[src/pkg/sysopt_pkg.sv]
// Package: register map, reset values and carriers for the option/ID block
package sysopt_pkg;
    // Register byte addresses (APB, one word each)
    localparam logic [11:0] OPT_ONE_ADDR = 12'h000;
    localparam logic [11:0] OPT_TWO_ADDR = 12'h004;
    localparam logic [11:0] PN_HIGH_ADDR = 12'h008;
    localparam logic [11:0] PN_LOW_ADDR = 12'h00c;
    localparam logic [11:0] RST_STAT_ADDR = 12'h010;
    // Reset values
    localparam logic [7:0] OPT_ONE_RESET = 8'hc2;
    localparam logic [7:0] OPT_TWO_RESET = 8'h00;
    // Field positions, options one
    localparam int COP_TO_HI = 7;
    localparam int COP_TO_LO = 6;
    localparam int STOP_ALLOW_BIT = 5;
    localparam int RSVD_BIT = 4;
    localparam int TWI_SEL_BIT = 2;
    localparam int DBG_EN_BIT = 1;
    localparam int RST_EN_BIT = 0;
    // Field positions, options two
    localparam int WD_CLK_BIT = 7;
    localparam int WD_WIN_BIT = 6;
    localparam int CMP_LINK_BIT = 4;
    localparam int CH1_SEL_BIT = 1;
    localparam int CH0_SEL_BIT = 0;
    // Watchdog service key bytes
    localparam logic [7:0] SVC_KEY_ONE = 8'h55;
    localparam logic [7:0] SVC_KEY_TWO = 8'haa;
    // Slow watchdog clock: 1 kHz from 50 MHz
    localparam int CLK_HZ = 50000000;
    localparam int SLOW_HZ = 1000;
    localparam int SLOW_DIV = CLK_HZ / SLOW_HZ;
    // Stored options one
    typedef struct packed {
        logic [1:0] copTimeoutSelect;
        logic stopModeAllow;
        logic reservedBit;
        logic twoWirePinSelect;
        logic debugPinEnable;
        logic resetPinEnable;
    } sysopt_one_s;
    // Stored options two
    typedef struct packed {
        logic watchdogClockSelect;
        logic watchdogWindowMode;
        logic comparatorToCaptureLink;
        logic timerCh1PinSelect;
        logic timerCh0PinSelect;
    } sysopt_two_s;
endpackage : sysopt_pkg

[src/core/sysopt_regs.sv]
// System option and part-number registers with a small watchdog
//
// The register offsets and register access over APB are this design's own decisions.
`timescale 1ns/100ps
`default_nettype none
module sysopt_regs #(
    parameter logic [11:0] PART_NUMBER = 12'h0a5, // Arbitrary value
    parameter logic DERIV_TIE = 1'b0, // Arbitrary value
    parameter int SLOW_DIVIDE = sysopt_pkg::SLOW_DIV,
    parameter int WD_BITS = 18
) (
    // Clock and resets
    input wire logic ref_clk,
    input wire logic rst_b,
    input wire logic powerOnRst_b,
    // APB slave
    input wire logic psel,
    input wire logic penable,
    input wire logic pwrite,
    input wire logic [11:0] paddr,
    input wire logic [31:0] pwdata,
    output logic [31:0] prdata,
    output logic pready,
    output logic pslverr,
    // Core events
    input wire logic stopExec,
    // Routing and control outputs
    output logic illegalOpcodeRst,
    output logic watchdogRst,
    output logic twoWireOnPortB,
    output logic debugModePinEn,
    output logic resetPinEn,
    output logic resetPinPullUp,
    output logic cmpToCaptureCh0,
    output logic timerCh1OnPortC,
    output logic timerCh0OnPortC
);
    import sysopt_pkg::*;

    sysopt_one_s optOne_q;
    logic rstPinEn_q;
    sysopt_two_s optTwo_q;
    logic lockOne_q;
    logic lockTwo_q;
    logic keyArmed_q;
    logic [15:0] slowDiv_q;
    logic [WD_BITS-1:0] wdCount_q;
    logic [WD_BITS-1:0] wdLimit;
    logic wdEnable;
    logic windowOn;
    logic wdTick;
    logic wrOne;
    logic wrTwo;
    logic wrStat;
    logic earlyWindow;

    ////////////////////////////////////////////////////////////////////////
    // Bus decode: zero-wait, unmapped reads zero with error
    function automatic logic hit(input logic [11:0] a, input logic [11:0] b);
        return a == b;
    endfunction : hit

    logic mapped;
    logic busWr;
    assign busWr = psel && penable && pwrite;
    assign wrOne = busWr && hit(paddr, OPT_ONE_ADDR);
    assign wrTwo = busWr && hit(paddr, OPT_TWO_ADDR);
    assign wrStat = busWr && hit(paddr, RST_STAT_ADDR);
    assign mapped = hit(paddr, OPT_ONE_ADDR) || hit(paddr, OPT_TWO_ADDR)
        || hit(paddr, PN_HIGH_ADDR) || hit(paddr, PN_LOW_ADDR)
        || hit(paddr, RST_STAT_ADDR);
    assign pready = 1'b1;
    assign pslverr = psel && penable && !mapped;

    always_ff @(posedge ref_clk or negedge rst_b) begin
        if (!rst_b) begin
            prdata <= 32'h0000_0000;
        end else if (psel && !penable && !pwrite) begin
            prdata <= 32'h0000_0000;
            case (paddr)
                OPT_ONE_ADDR: prdata[7:0] <= {optOne_q.copTimeoutSelect,
                    optOne_q.stopModeAllow, optOne_q.reservedBit, 1'b0,
                    optOne_q.twoWirePinSelect, optOne_q.debugPinEnable,
                    rstPinEn_q};
                OPT_TWO_ADDR: prdata[7:0] <= {optTwo_q.watchdogClockSelect,
                    optTwo_q.watchdogWindowMode, 1'b0,
                    optTwo_q.comparatorToCaptureLink, 2'b00,
                    optTwo_q.timerCh1PinSelect, optTwo_q.timerCh0PinSelect};
                // Reserved 6:4 read zero
                PN_HIGH_ADDR: prdata[7:0] <= {DERIV_TIE, 3'b000,
                    PART_NUMBER[11:8]};
                PN_LOW_ADDR: prdata[7:0] <= PART_NUMBER[7:0];
                default: prdata <= 32'h0000_0000;
            endcase
        end
    end

    ////////////////////////////////////////////////////////////////////////
    // Options one, write-once
    always_ff @(posedge ref_clk or negedge rst_b) begin
        if (!rst_b) begin
            lockOne_q <= 1'b0;
        end else if (wrOne) begin
            lockOne_q <= 1'b1;
        end
    end

    always_ff @(posedge ref_clk or negedge rst_b) begin
        if (!rst_b) begin
            optOne_q <= sysopt_one_s'({OPT_ONE_RESET[7:4],
                OPT_ONE_RESET[2:0]});
        end else if (wrOne && !lockOne_q) begin
            optOne_q <= sysopt_one_s'({pwdata[7:4], pwdata[2:0]});
        end
    end

    // Separate reset domain: only power-on clears it
    always_ff @(posedge ref_clk or negedge powerOnRst_b) begin
        if (!powerOnRst_b) begin
            rstPinEn_q <= 1'b0;
        end else if (wrOne && !lockOne_q && !rstPinEn_q) begin
            rstPinEn_q <= pwdata[RST_EN_BIT];
        end
    end

    ////////////////////////////////////////////////////////////////////////
    // Options two: locked bits plus free routing bits
    always_ff @(posedge ref_clk or negedge rst_b) begin
        if (!rst_b) begin
            lockTwo_q <= 1'b0;
        end else if (wrTwo) begin
            lockTwo_q <= 1'b1;
        end
    end

    always_ff @(posedge ref_clk or negedge rst_b) begin
        if (!rst_b) begin
            optTwo_q <= sysopt_two_s'({OPT_TWO_RESET[7:6],
                OPT_TWO_RESET[4], OPT_TWO_RESET[1:0]});
        end else if (wrTwo) begin
            if (!lockTwo_q) begin
                optTwo_q.watchdogClockSelect <= pwdata[WD_CLK_BIT];
                optTwo_q.watchdogWindowMode <= pwdata[WD_WIN_BIT];
            end
            optTwo_q.comparatorToCaptureLink <= pwdata[CMP_LINK_BIT];
            optTwo_q.timerCh1PinSelect <= pwdata[CH1_SEL_BIT];
            optTwo_q.timerCh0PinSelect <= pwdata[CH0_SEL_BIT];
        end
    end

    ////////////////////////////////////////////////////////////////////////
    // Routing outputs
    assign twoWireOnPortB = optOne_q.twoWirePinSelect;
    assign debugModePinEn = optOne_q.debugPinEnable;
    assign resetPinEn = rstPinEn_q;
    assign resetPinPullUp = rstPinEn_q;
    assign cmpToCaptureCh0 = optTwo_q.comparatorToCaptureLink;
    assign timerCh1OnPortC = optTwo_q.timerCh1PinSelect;
    assign timerCh0OnPortC = optTwo_q.timerCh0PinSelect;

    always_ff @(posedge ref_clk or negedge rst_b) begin
        if (!rst_b) begin
            illegalOpcodeRst <= 1'b0;
        end else begin
            illegalOpcodeRst <= stopExec && !optOne_q.stopModeAllow;
        end
    end

    ////////////////////////////////////////////////////////////////////////
    // Watchdog: period scale is a simplification, 2^(8+2*sel) ticks
    assign wdEnable = optOne_q.copTimeoutSelect != 2'b00;
    assign windowOn = optTwo_q.watchdogWindowMode
        && optTwo_q.watchdogClockSelect;
    assign wdLimit = WD_BITS'(1) << (8 + 2 * optOne_q.copTimeoutSelect);
    assign earlyWindow = windowOn
        && (wdCount_q < wdLimit - (wdLimit >> 2));

    always_ff @(posedge ref_clk or negedge rst_b) begin
        if (!rst_b) begin
            slowDiv_q <= 16'h0000;
        end else if (slowDiv_q == 16'(SLOW_DIVIDE - 1)) begin
            slowDiv_q <= 16'h0000;
        end else begin
            slowDiv_q <= slowDiv_q + 16'h0001;
        end
    end
    // Bus clock or 1 kHz tick
    assign wdTick = optTwo_q.watchdogClockSelect
        || (slowDiv_q == 16'(SLOW_DIVIDE - 1));

    always_ff @(posedge ref_clk or negedge rst_b) begin
        if (!rst_b) begin
            keyArmed_q <= 1'b0;
        end else if (wrStat) begin
            keyArmed_q <= pwdata[7:0] == SVC_KEY_ONE;
        end
    end

    logic svcDone;
    logic badWrite;
    assign svcDone = wrStat && keyArmed_q
        && pwdata[7:0] == SVC_KEY_TWO;
    assign badWrite = wrStat && (earlyWindow
        || (pwdata[7:0] != SVC_KEY_ONE && pwdata[7:0] != SVC_KEY_TWO));

    always_ff @(posedge ref_clk or negedge rst_b) begin
        if (!rst_b) begin
            wdCount_q <= '0;
        end else if (!wdEnable || svcDone) begin
            wdCount_q <= '0;
        end else if (wdTick && wdCount_q < wdLimit) begin
            wdCount_q <= wdCount_q + WD_BITS'(1);
        end
    end

    always_ff @(posedge ref_clk or negedge rst_b) begin
        if (!rst_b) begin
            watchdogRst <= 1'b0;
        end else begin
            watchdogRst <= wdEnable && (wdCount_q >= wdLimit
                || badWrite);
        end
    end

    ////////////////////////////////////////////////////////////////////////
    // Assertions
    a_lock_one_hold: assert property (@(posedge ref_clk) disable iff (!rst_b)
        lockOne_q && wrOne |=> $stable(optOne_q))
        else $error("options one changed after lock");
    a_lock_two_hold: assert property (@(posedge ref_clk) disable iff (!rst_b)
        lockTwo_q && wrTwo |=> $stable(optTwo_q.watchdogClockSelect)
        && $stable(optTwo_q.watchdogWindowMode))
        else $error("options two locked bits changed");
    a_route_free: assert property (@(posedge ref_clk) disable iff (!rst_b)
        wrTwo |=> optTwo_q.timerCh0PinSelect == $past(pwdata[0]))
        else $error("routing bit not written");
    a_stop_illegal: assert property (@(posedge ref_clk) disable iff (!rst_b)
        stopExec && !optOne_q.stopModeAllow |=> illegalOpcodeRst)
        else $error("stop did not force illegal opcode reset");
    a_rstpin_sticky: assert property (@(posedge ref_clk)
        disable iff (!powerOnRst_b)
        rstPinEn_q |=> rstPinEn_q)
        else $error("reset pin enable dropped");
    a_wd_off: assert property (@(posedge ref_clk) disable iff (!rst_b)
        !wdEnable |=> !watchdogRst)
        else $error("watchdog reset while disabled");
    a_svc_clear: assert property (@(posedge ref_clk) disable iff (!rst_b)
        svcDone |=> wdCount_q == '0)
        else $error("service did not clear counter");
    a_window_gate: assert property (@(posedge ref_clk) disable iff (!rst_b)
        !optTwo_q.watchdogClockSelect |-> !earlyWindow)
        else $error("window active on slow clock");
    a_lock_set: assert property (@(posedge ref_clk) disable iff (!rst_b)
        wrOne |=> lockOne_q ##1 lockOne_q)
        else $error("lock flag not set");

    ////////////////////////////////////////////////////////////////////////
    // First writes land field by field, later ones only on free bits
    a_opt_one_first: assert property (
        @(posedge ref_clk) disable iff (!rst_b)
        !lockOne_q && wrOne
        |=> optOne_q.stopModeAllow == $past(pwdata[STOP_ALLOW_BIT]))
        else $error("options one first write lost");
    a_timeout_first: assert property (
        @(posedge ref_clk) disable iff (!rst_b)
        !lockOne_q && wrOne
        |=> optOne_q.copTimeoutSelect == $past(pwdata[7:6]))
        else $error("timeout select first write lost");
    a_rsvd_store: assert property (
        @(posedge ref_clk) disable iff (!rst_b)
        !lockOne_q && wrOne
        |=> optOne_q.reservedBit == $past(pwdata[RSVD_BIT]))
        else $error("reserved bit not stored");
    a_twi_route: assert property (
        @(posedge ref_clk) disable iff (!rst_b)
        !lockOne_q && wrOne
        |=> twoWireOnPortB == $past(pwdata[TWI_SEL_BIT]))
        else $error("two-wire pin select not applied");
    a_dbg_route: assert property (
        @(posedge ref_clk) disable iff (!rst_b)
        !lockOne_q && wrOne
        |=> debugModePinEn == $past(pwdata[DBG_EN_BIT]))
        else $error("debug pin enable not applied");
    a_pullup_follow: assert property (
        @(posedge ref_clk) disable iff (!rst_b)
        resetPinEn
        |-> resetPinPullUp)
        else $error("reset pin without pull-up");
    a_rstpin_first: assert property (
        @(posedge ref_clk) disable iff (!rst_b || !powerOnRst_b)
        !lockOne_q && wrOne && !rstPinEn_q
        |=> resetPinEn == $past(pwdata[RST_EN_BIT]))
        else $error("reset pin enable first write lost");
    a_stop_allowed: assert property (
        @(posedge ref_clk) disable iff (!rst_b)
        stopExec && optOne_q.stopModeAllow
        |=> !illegalOpcodeRst)
        else $error("allowed stop forced a reset");
    a_wd_clk_first: assert property (
        @(posedge ref_clk) disable iff (!rst_b)
        !lockTwo_q && wrTwo
        |=> optTwo_q.watchdogClockSelect == $past(pwdata[WD_CLK_BIT]))
        else $error("watchdog clock select first write lost");
    a_win_first: assert property (
        @(posedge ref_clk) disable iff (!rst_b)
        !lockTwo_q && wrTwo
        |=> optTwo_q.watchdogWindowMode == $past(pwdata[WD_WIN_BIT]))
        else $error("window mode first write lost");
    a_cmp_link: assert property (
        @(posedge ref_clk) disable iff (!rst_b)
        wrTwo
        |=> cmpToCaptureCh0 == $past(pwdata[CMP_LINK_BIT]))
        else $error("comparator link not written");
    a_ch1_route: assert property (
        @(posedge ref_clk) disable iff (!rst_b)
        wrTwo
        |=> timerCh1OnPortC == $past(pwdata[CH1_SEL_BIT]))
        else $error("channel 1 select not written");
    a_lock_two_set: assert property (
        @(posedge ref_clk) disable iff (!rst_b)
        wrTwo
        |=> lockTwo_q)
        else $error("options two lock not set");

    ////////////////////////////////////////////////////////////////////////
    // Watchdog reset causes
    a_early_write: assert property (
        @(posedge ref_clk) disable iff (!rst_b)
        wrStat && earlyWindow && wdEnable
        |=> watchdogRst)
        else $error("early service write did not reset");
    a_bad_key: assert property (
        @(posedge ref_clk) disable iff (!rst_b)
        wrStat && wdEnable && pwdata[7:0] != SVC_KEY_ONE
        && pwdata[7:0] != SVC_KEY_TWO |=> watchdogRst)
        else $error("bad service byte did not reset");
    a_timeout_fire: assert property (
        @(posedge ref_clk) disable iff (!rst_b)
        wdEnable && wdCount_q >= wdLimit
        |=> watchdogRst)
        else $error("timeout did not reset");

    ////////////////////////////////////////////////////////////////////////
    // Read path: fixed part number, data held between reads
    a_ro_high: assert property (
        @(posedge ref_clk) disable iff (!rst_b)
        psel && !penable && !pwrite && paddr == PN_HIGH_ADDR
        |=> prdata[3:0] == PART_NUMBER[11:8] && prdata[7] == DERIV_TIE)
        else $error("part number high read wrong");
    a_ro_low: assert property (
        @(posedge ref_clk) disable iff (!rst_b)
        psel && !penable && !pwrite && paddr == PN_LOW_ADDR
        |=> prdata[7:0] == PART_NUMBER[7:0])
        else $error("part number low read wrong");
    a_rsvd_zero: assert property (
        @(posedge ref_clk) disable iff (!rst_b)
        psel && !penable && !pwrite && paddr == PN_HIGH_ADDR
        |=> prdata[6:4] == 3'b000)
        else $error("reserved part bits not zero");
    a_prdata_hold: assert property (
        @(posedge ref_clk) disable iff (!rst_b)
        !(psel && !penable && !pwrite)
        |=> $stable(prdata))
        else $error("read data changed outside a read");
endmodule : sysopt_regs
`default_nettype wire

[config.mk]
export PLATFORM = sky130hd
export DESIGN_NAME = sysopt_regs
export DESIGN_NICKNAME = d
export VERILOG_FILES = /design/src/pkg/sysopt_pkg.sv /design/src/core/sysopt_regs.sv
export SDC_FILE = /design/constraint.sdc
export NUM_CORES = 1
export LEC_CHECK = 0
export ABC_AREA = 1
export BUFFER_PORTS_ARGS = -buffer_cell sky130_fd_sc_hd__buf_2
export CAP_MARGIN = 20
export CELL_PAD_IN_SITES_DETAIL_PLACEMENT = 0
export CELL_PAD_IN_SITES_GLOBAL_PLACEMENT = 1
export CORE_ASPECT_RATIO = 0.5
export CORE_UTILIZATION = 30
export CTS_CLUSTER_DIAMETER = 30
export CTS_CLUSTER_SIZE = 20
export DETAILED_ROUTE_END_ITERATION = 7
export PLACE_DENSITY_LB_ADDON = 0.1
export SLEW_MARGIN = 40
export SYNTH_ARGS = -nofsm -noshare
export SYNTH_HDL_FRONTEND = slang
export SYNTH_SLANG_ARGS = --single-unit
[constraint.sdc]
create_clock -name ref_clk -period 2.3 [get_ports ref_clk]
set_clock_uncertainty 0.2 [all_clocks]
set_input_delay 0.69 -clock ref_clk [delete_from_list [all_inputs] [get_ports ref_clk]]
set_output_delay 0.69 -clock ref_clk [all_outputs]
set_load 0.05 [all_outputs]
==> impl_metrics.yaml <==
route:
  wl_per_cell_um: 12.1
  detail_route.iter0.violations: 135
  dr_total_vias: 3147
  wl_mm: 8.83
  routed_via_density: 4.32
  antenna_left: 0
  drc: 0
  first_pass_iters: 4
synth:
  synthFlopType: "dfrtp_1"
  synth_top_family_by_area: "simple AND/OR/NAND/NOR gates"
  synth_cell_types: 30
  synth_xor_area_share_pct: 4.80
  syn-instance-count: 485
  synth-compound-area-share_pct: 5.90
  async_flop_share_pct: 100
  synthesis.area_um2: 3650
  synth_edf_count: 0
  synth-seq-cells: 58
  seq_area_frac_synth_pct: 39.9
  synthMuxAreaShare_pct: 0
  syn_area_per_cell_um2: 7.53
  synthAdderAreaFrac_pct: 5.14
  synthSimpleGateAreaFrac_pct: 31.0
  yosysWarningCount: 0
timing:
  fin_crit_ns: 2.32
  rsz0062_at_grt: "yes"
  whs_ns: 0.156
  fin_ws_ns: -0.0171
  finalHoldViolCount: 0
  slew_viol_final: 0
  fin_crit_sh_pct: 101
  fin_setup_tns_ns: -0.0171
  setup_violations: 1
  max_freq_mhz: 432
placement:
  dp_hpwl_mm: 6.59
  port_buffers: 43
  routabilityCongestion: 0.770
  dp_cells: 707
  place_area_um2: 4210
finish:
  final_nets: 625
  drive_above_1_share_pct: 20.0
  num_antenna_cells: 0
  n_fill_cell: 1302
  final_area_um2: 4670
  area.growth.synth_to_final_pct: 28.0
  fin_cells: 729
die:
  ioPinCount: 94
  initial_core_util_pct: 30.8
  core_um2: 11800
  rows: 28
  fp.dieH_um: 80.0
  dieWidth_um: 158
  fp.dieArea_um2: 12600
grt:
  grt-ovfl-total: 0
  grt.total_usage_pct: 15.2
  grt_pass1_vias: 3024
  grt_antenna_before_repair: 0
  grt_pass1_wl_mm: 14.6
  grt_max_degree: 58
clocking:
  ctsHtreeMaxLevel: 3
  ctsLongestPathBuffers: 2
  cts_tree: "done"
  cts-root-buf: "clkbuf_16"
  clock_latency_ns: 0.33
  numCtsBuffers: 9
  cts_sinks: 58
  clkTransAtPathRegs_ns: 0.05
setup_path:
  cp.arrival_ns: 1.43
  setup.worst_path.class: "primary input to output port"
  start_kind: "primary input"
  end_kind: "output port"
  cp_max_fo: 3
  cp.required_ns: 1.41
outcome:
  violations: "negative setup slack"
  outcome: "complete, but fails checks"
power_and_ir_drop:
  power_density_nw_per_um2: 550
  p_total_uw: 2570
  p_leak_uw: 0.00240
  peakVddDrop_v: 0.000237
run:
  maxCapViolCount: 0
hold_path:
  holdCritPathClass: "primary input to asynchronous set/reset pin"
==> final cells by class <==
cell class	instances	area (um^2)	area share [%]
Timing Repair Buffer	72	573	12.3
Sequential cell	58	1460	31.1
Inverter	63	236	5.06
Clock inverter	5	53.8	1.15
Tap cell	165	206	4.42
Multi-Input combinational cell	355	1900	40.8
Clock buffer	11	243	5.20
==> metrics by stage <==
step / setup slack, ns / util (%)
detailed placement: -0.137 / 35.6
global route: -0.0626 / 39.5
finish: -0.0171 / 39.5
CTS: -0.00466 / 39.1
floorplan: -0.0106 / -
global placement: -0.141 / 35.6
==> synth_stat cells (all sizes together) (2+ instances only) <==
cell | number | share of area, %
ha | 15 | 5.1
dfrtp | 55 | 38
nand2 | 120 | 12
conb | 2 | 0.21
nor4 | 2 | 0.34
nor2 | 60 | 6.2
a21oi | 12 | 2.0
a21o | 2 | 0.41
nand3b | 11 | 2.3
xnor2 | 2 | 0.48
xor2 | 18 | 4.3
inv | 63 | 6.5
buf | 33 | 6.6
dfstp | 3 | 2.2
nor3b | 2 | 0.41
nand4 | 10 | 1.7
nor3 | 10 | 1.4
o21bai | 2 | 0.41
o21ai | 18 | 2.5
nand3 | 40 | 5.9
==> metal layers <==
| layer | vias to the layer above | global-route usage, % | wire length, um |
|---|---|---|---|
| li1 | 1636 | - | - |
| met1 | 1475 | 18.7 | 4240 |
| met2 | 29 | 26.3 | 4290 |
| met3 | 7 | 4.02 | 253 |
| met4 | 0 | 4.04 | 59 |
| met5 | - | 0 | 0 |
==> cells in the final DEF (no fill, tap or decap), types with 5 or more instances in the layout <==
master,n
conb_1,26
buf_6,12
nor2_4,7
buf_12,5
clkbuf_16,9
nand2_2,5
buf_2,31
nand2_1,114
inv_1,61
xor2_1,18
nor3_1,10
nand3b_1,11
nor2_1,50
buf_4,23
o21ai_0,18
dfrtp_1,55
nand3_1,36
nand4_1,10
ha_1,15
a21oi_1,11
==> final timing paths <==
check                              from       endpoint  slack [ns]  cells after the start
max in group asynchronous  powerOnRst_b     resetPinEn        1.34                      2
max                            paddr[9]        pslverr       -0.02                      6
max reg2reg                 optOne_q[5]   wdCount_q[3]        0.19                     13
min                               rst_b  slowDiv_q[15]        0.16                      2
min reg2reg                   lockTwo_q      lockTwo_q        0.25                      2
min in group ref_clk          lockTwo_q      lockTwo_q        0.25                      2
==> kinds of logic (layout without fill, tap and decap cells) <==
family | after synthesis | after routing
simple gates | 257 | 257
xor+xnor | 20 | 20
buf+inv | 96 | 151
flops | 58 | 58
other cells | 2 | 26
fa+ha+maj | 15 | 15
compound gates | 37 | 37
==> registers in the layout (all words and copies together), names as in the netlist <==
signal / cells
timerCh1OnPortC: 1
optOne_q: 4
slowDiv_q: 16
resetPinEn: 1
prdata: 7
cmpToCaptureCh0: 1
lockOne_q: 1
watchdogRst: 1
illegalOpcodeRst: 1
keyArmed_q: 1
optTwo_q: 2
debugModePinEn: 1
timerCh0OnPortC: 1
twoWireOnPortB: 1
wdCount_q: 18
lockTwo_q: 1
==> report_power, final <==
part | total [uW] | switching, uW | internal [uW]
clock network | 1330 | 467 | 863
logic | 216 | 161 | 55.8
registers | 1020 | 0.330 | 1020
total | 2570 | 628 | 1940
==> worst max-delay path, cell delays in order <==
cell and delay [ns]:
buf_6 0.07, nor2_4 0.03, nand2_4 0.09, nor2_4 0.05, a221oi_4 0.29, buf_6 0.19
==> what timing repair did <==
item,CTS,global route
setup endpoints to repair,1,11
pin swaps,8,4
hold endpoints to repair,1,0
gates resized for setup,18,6
hold buffers,1,0
setup buffers,2,3
Power figures use the tool's default switching activity.
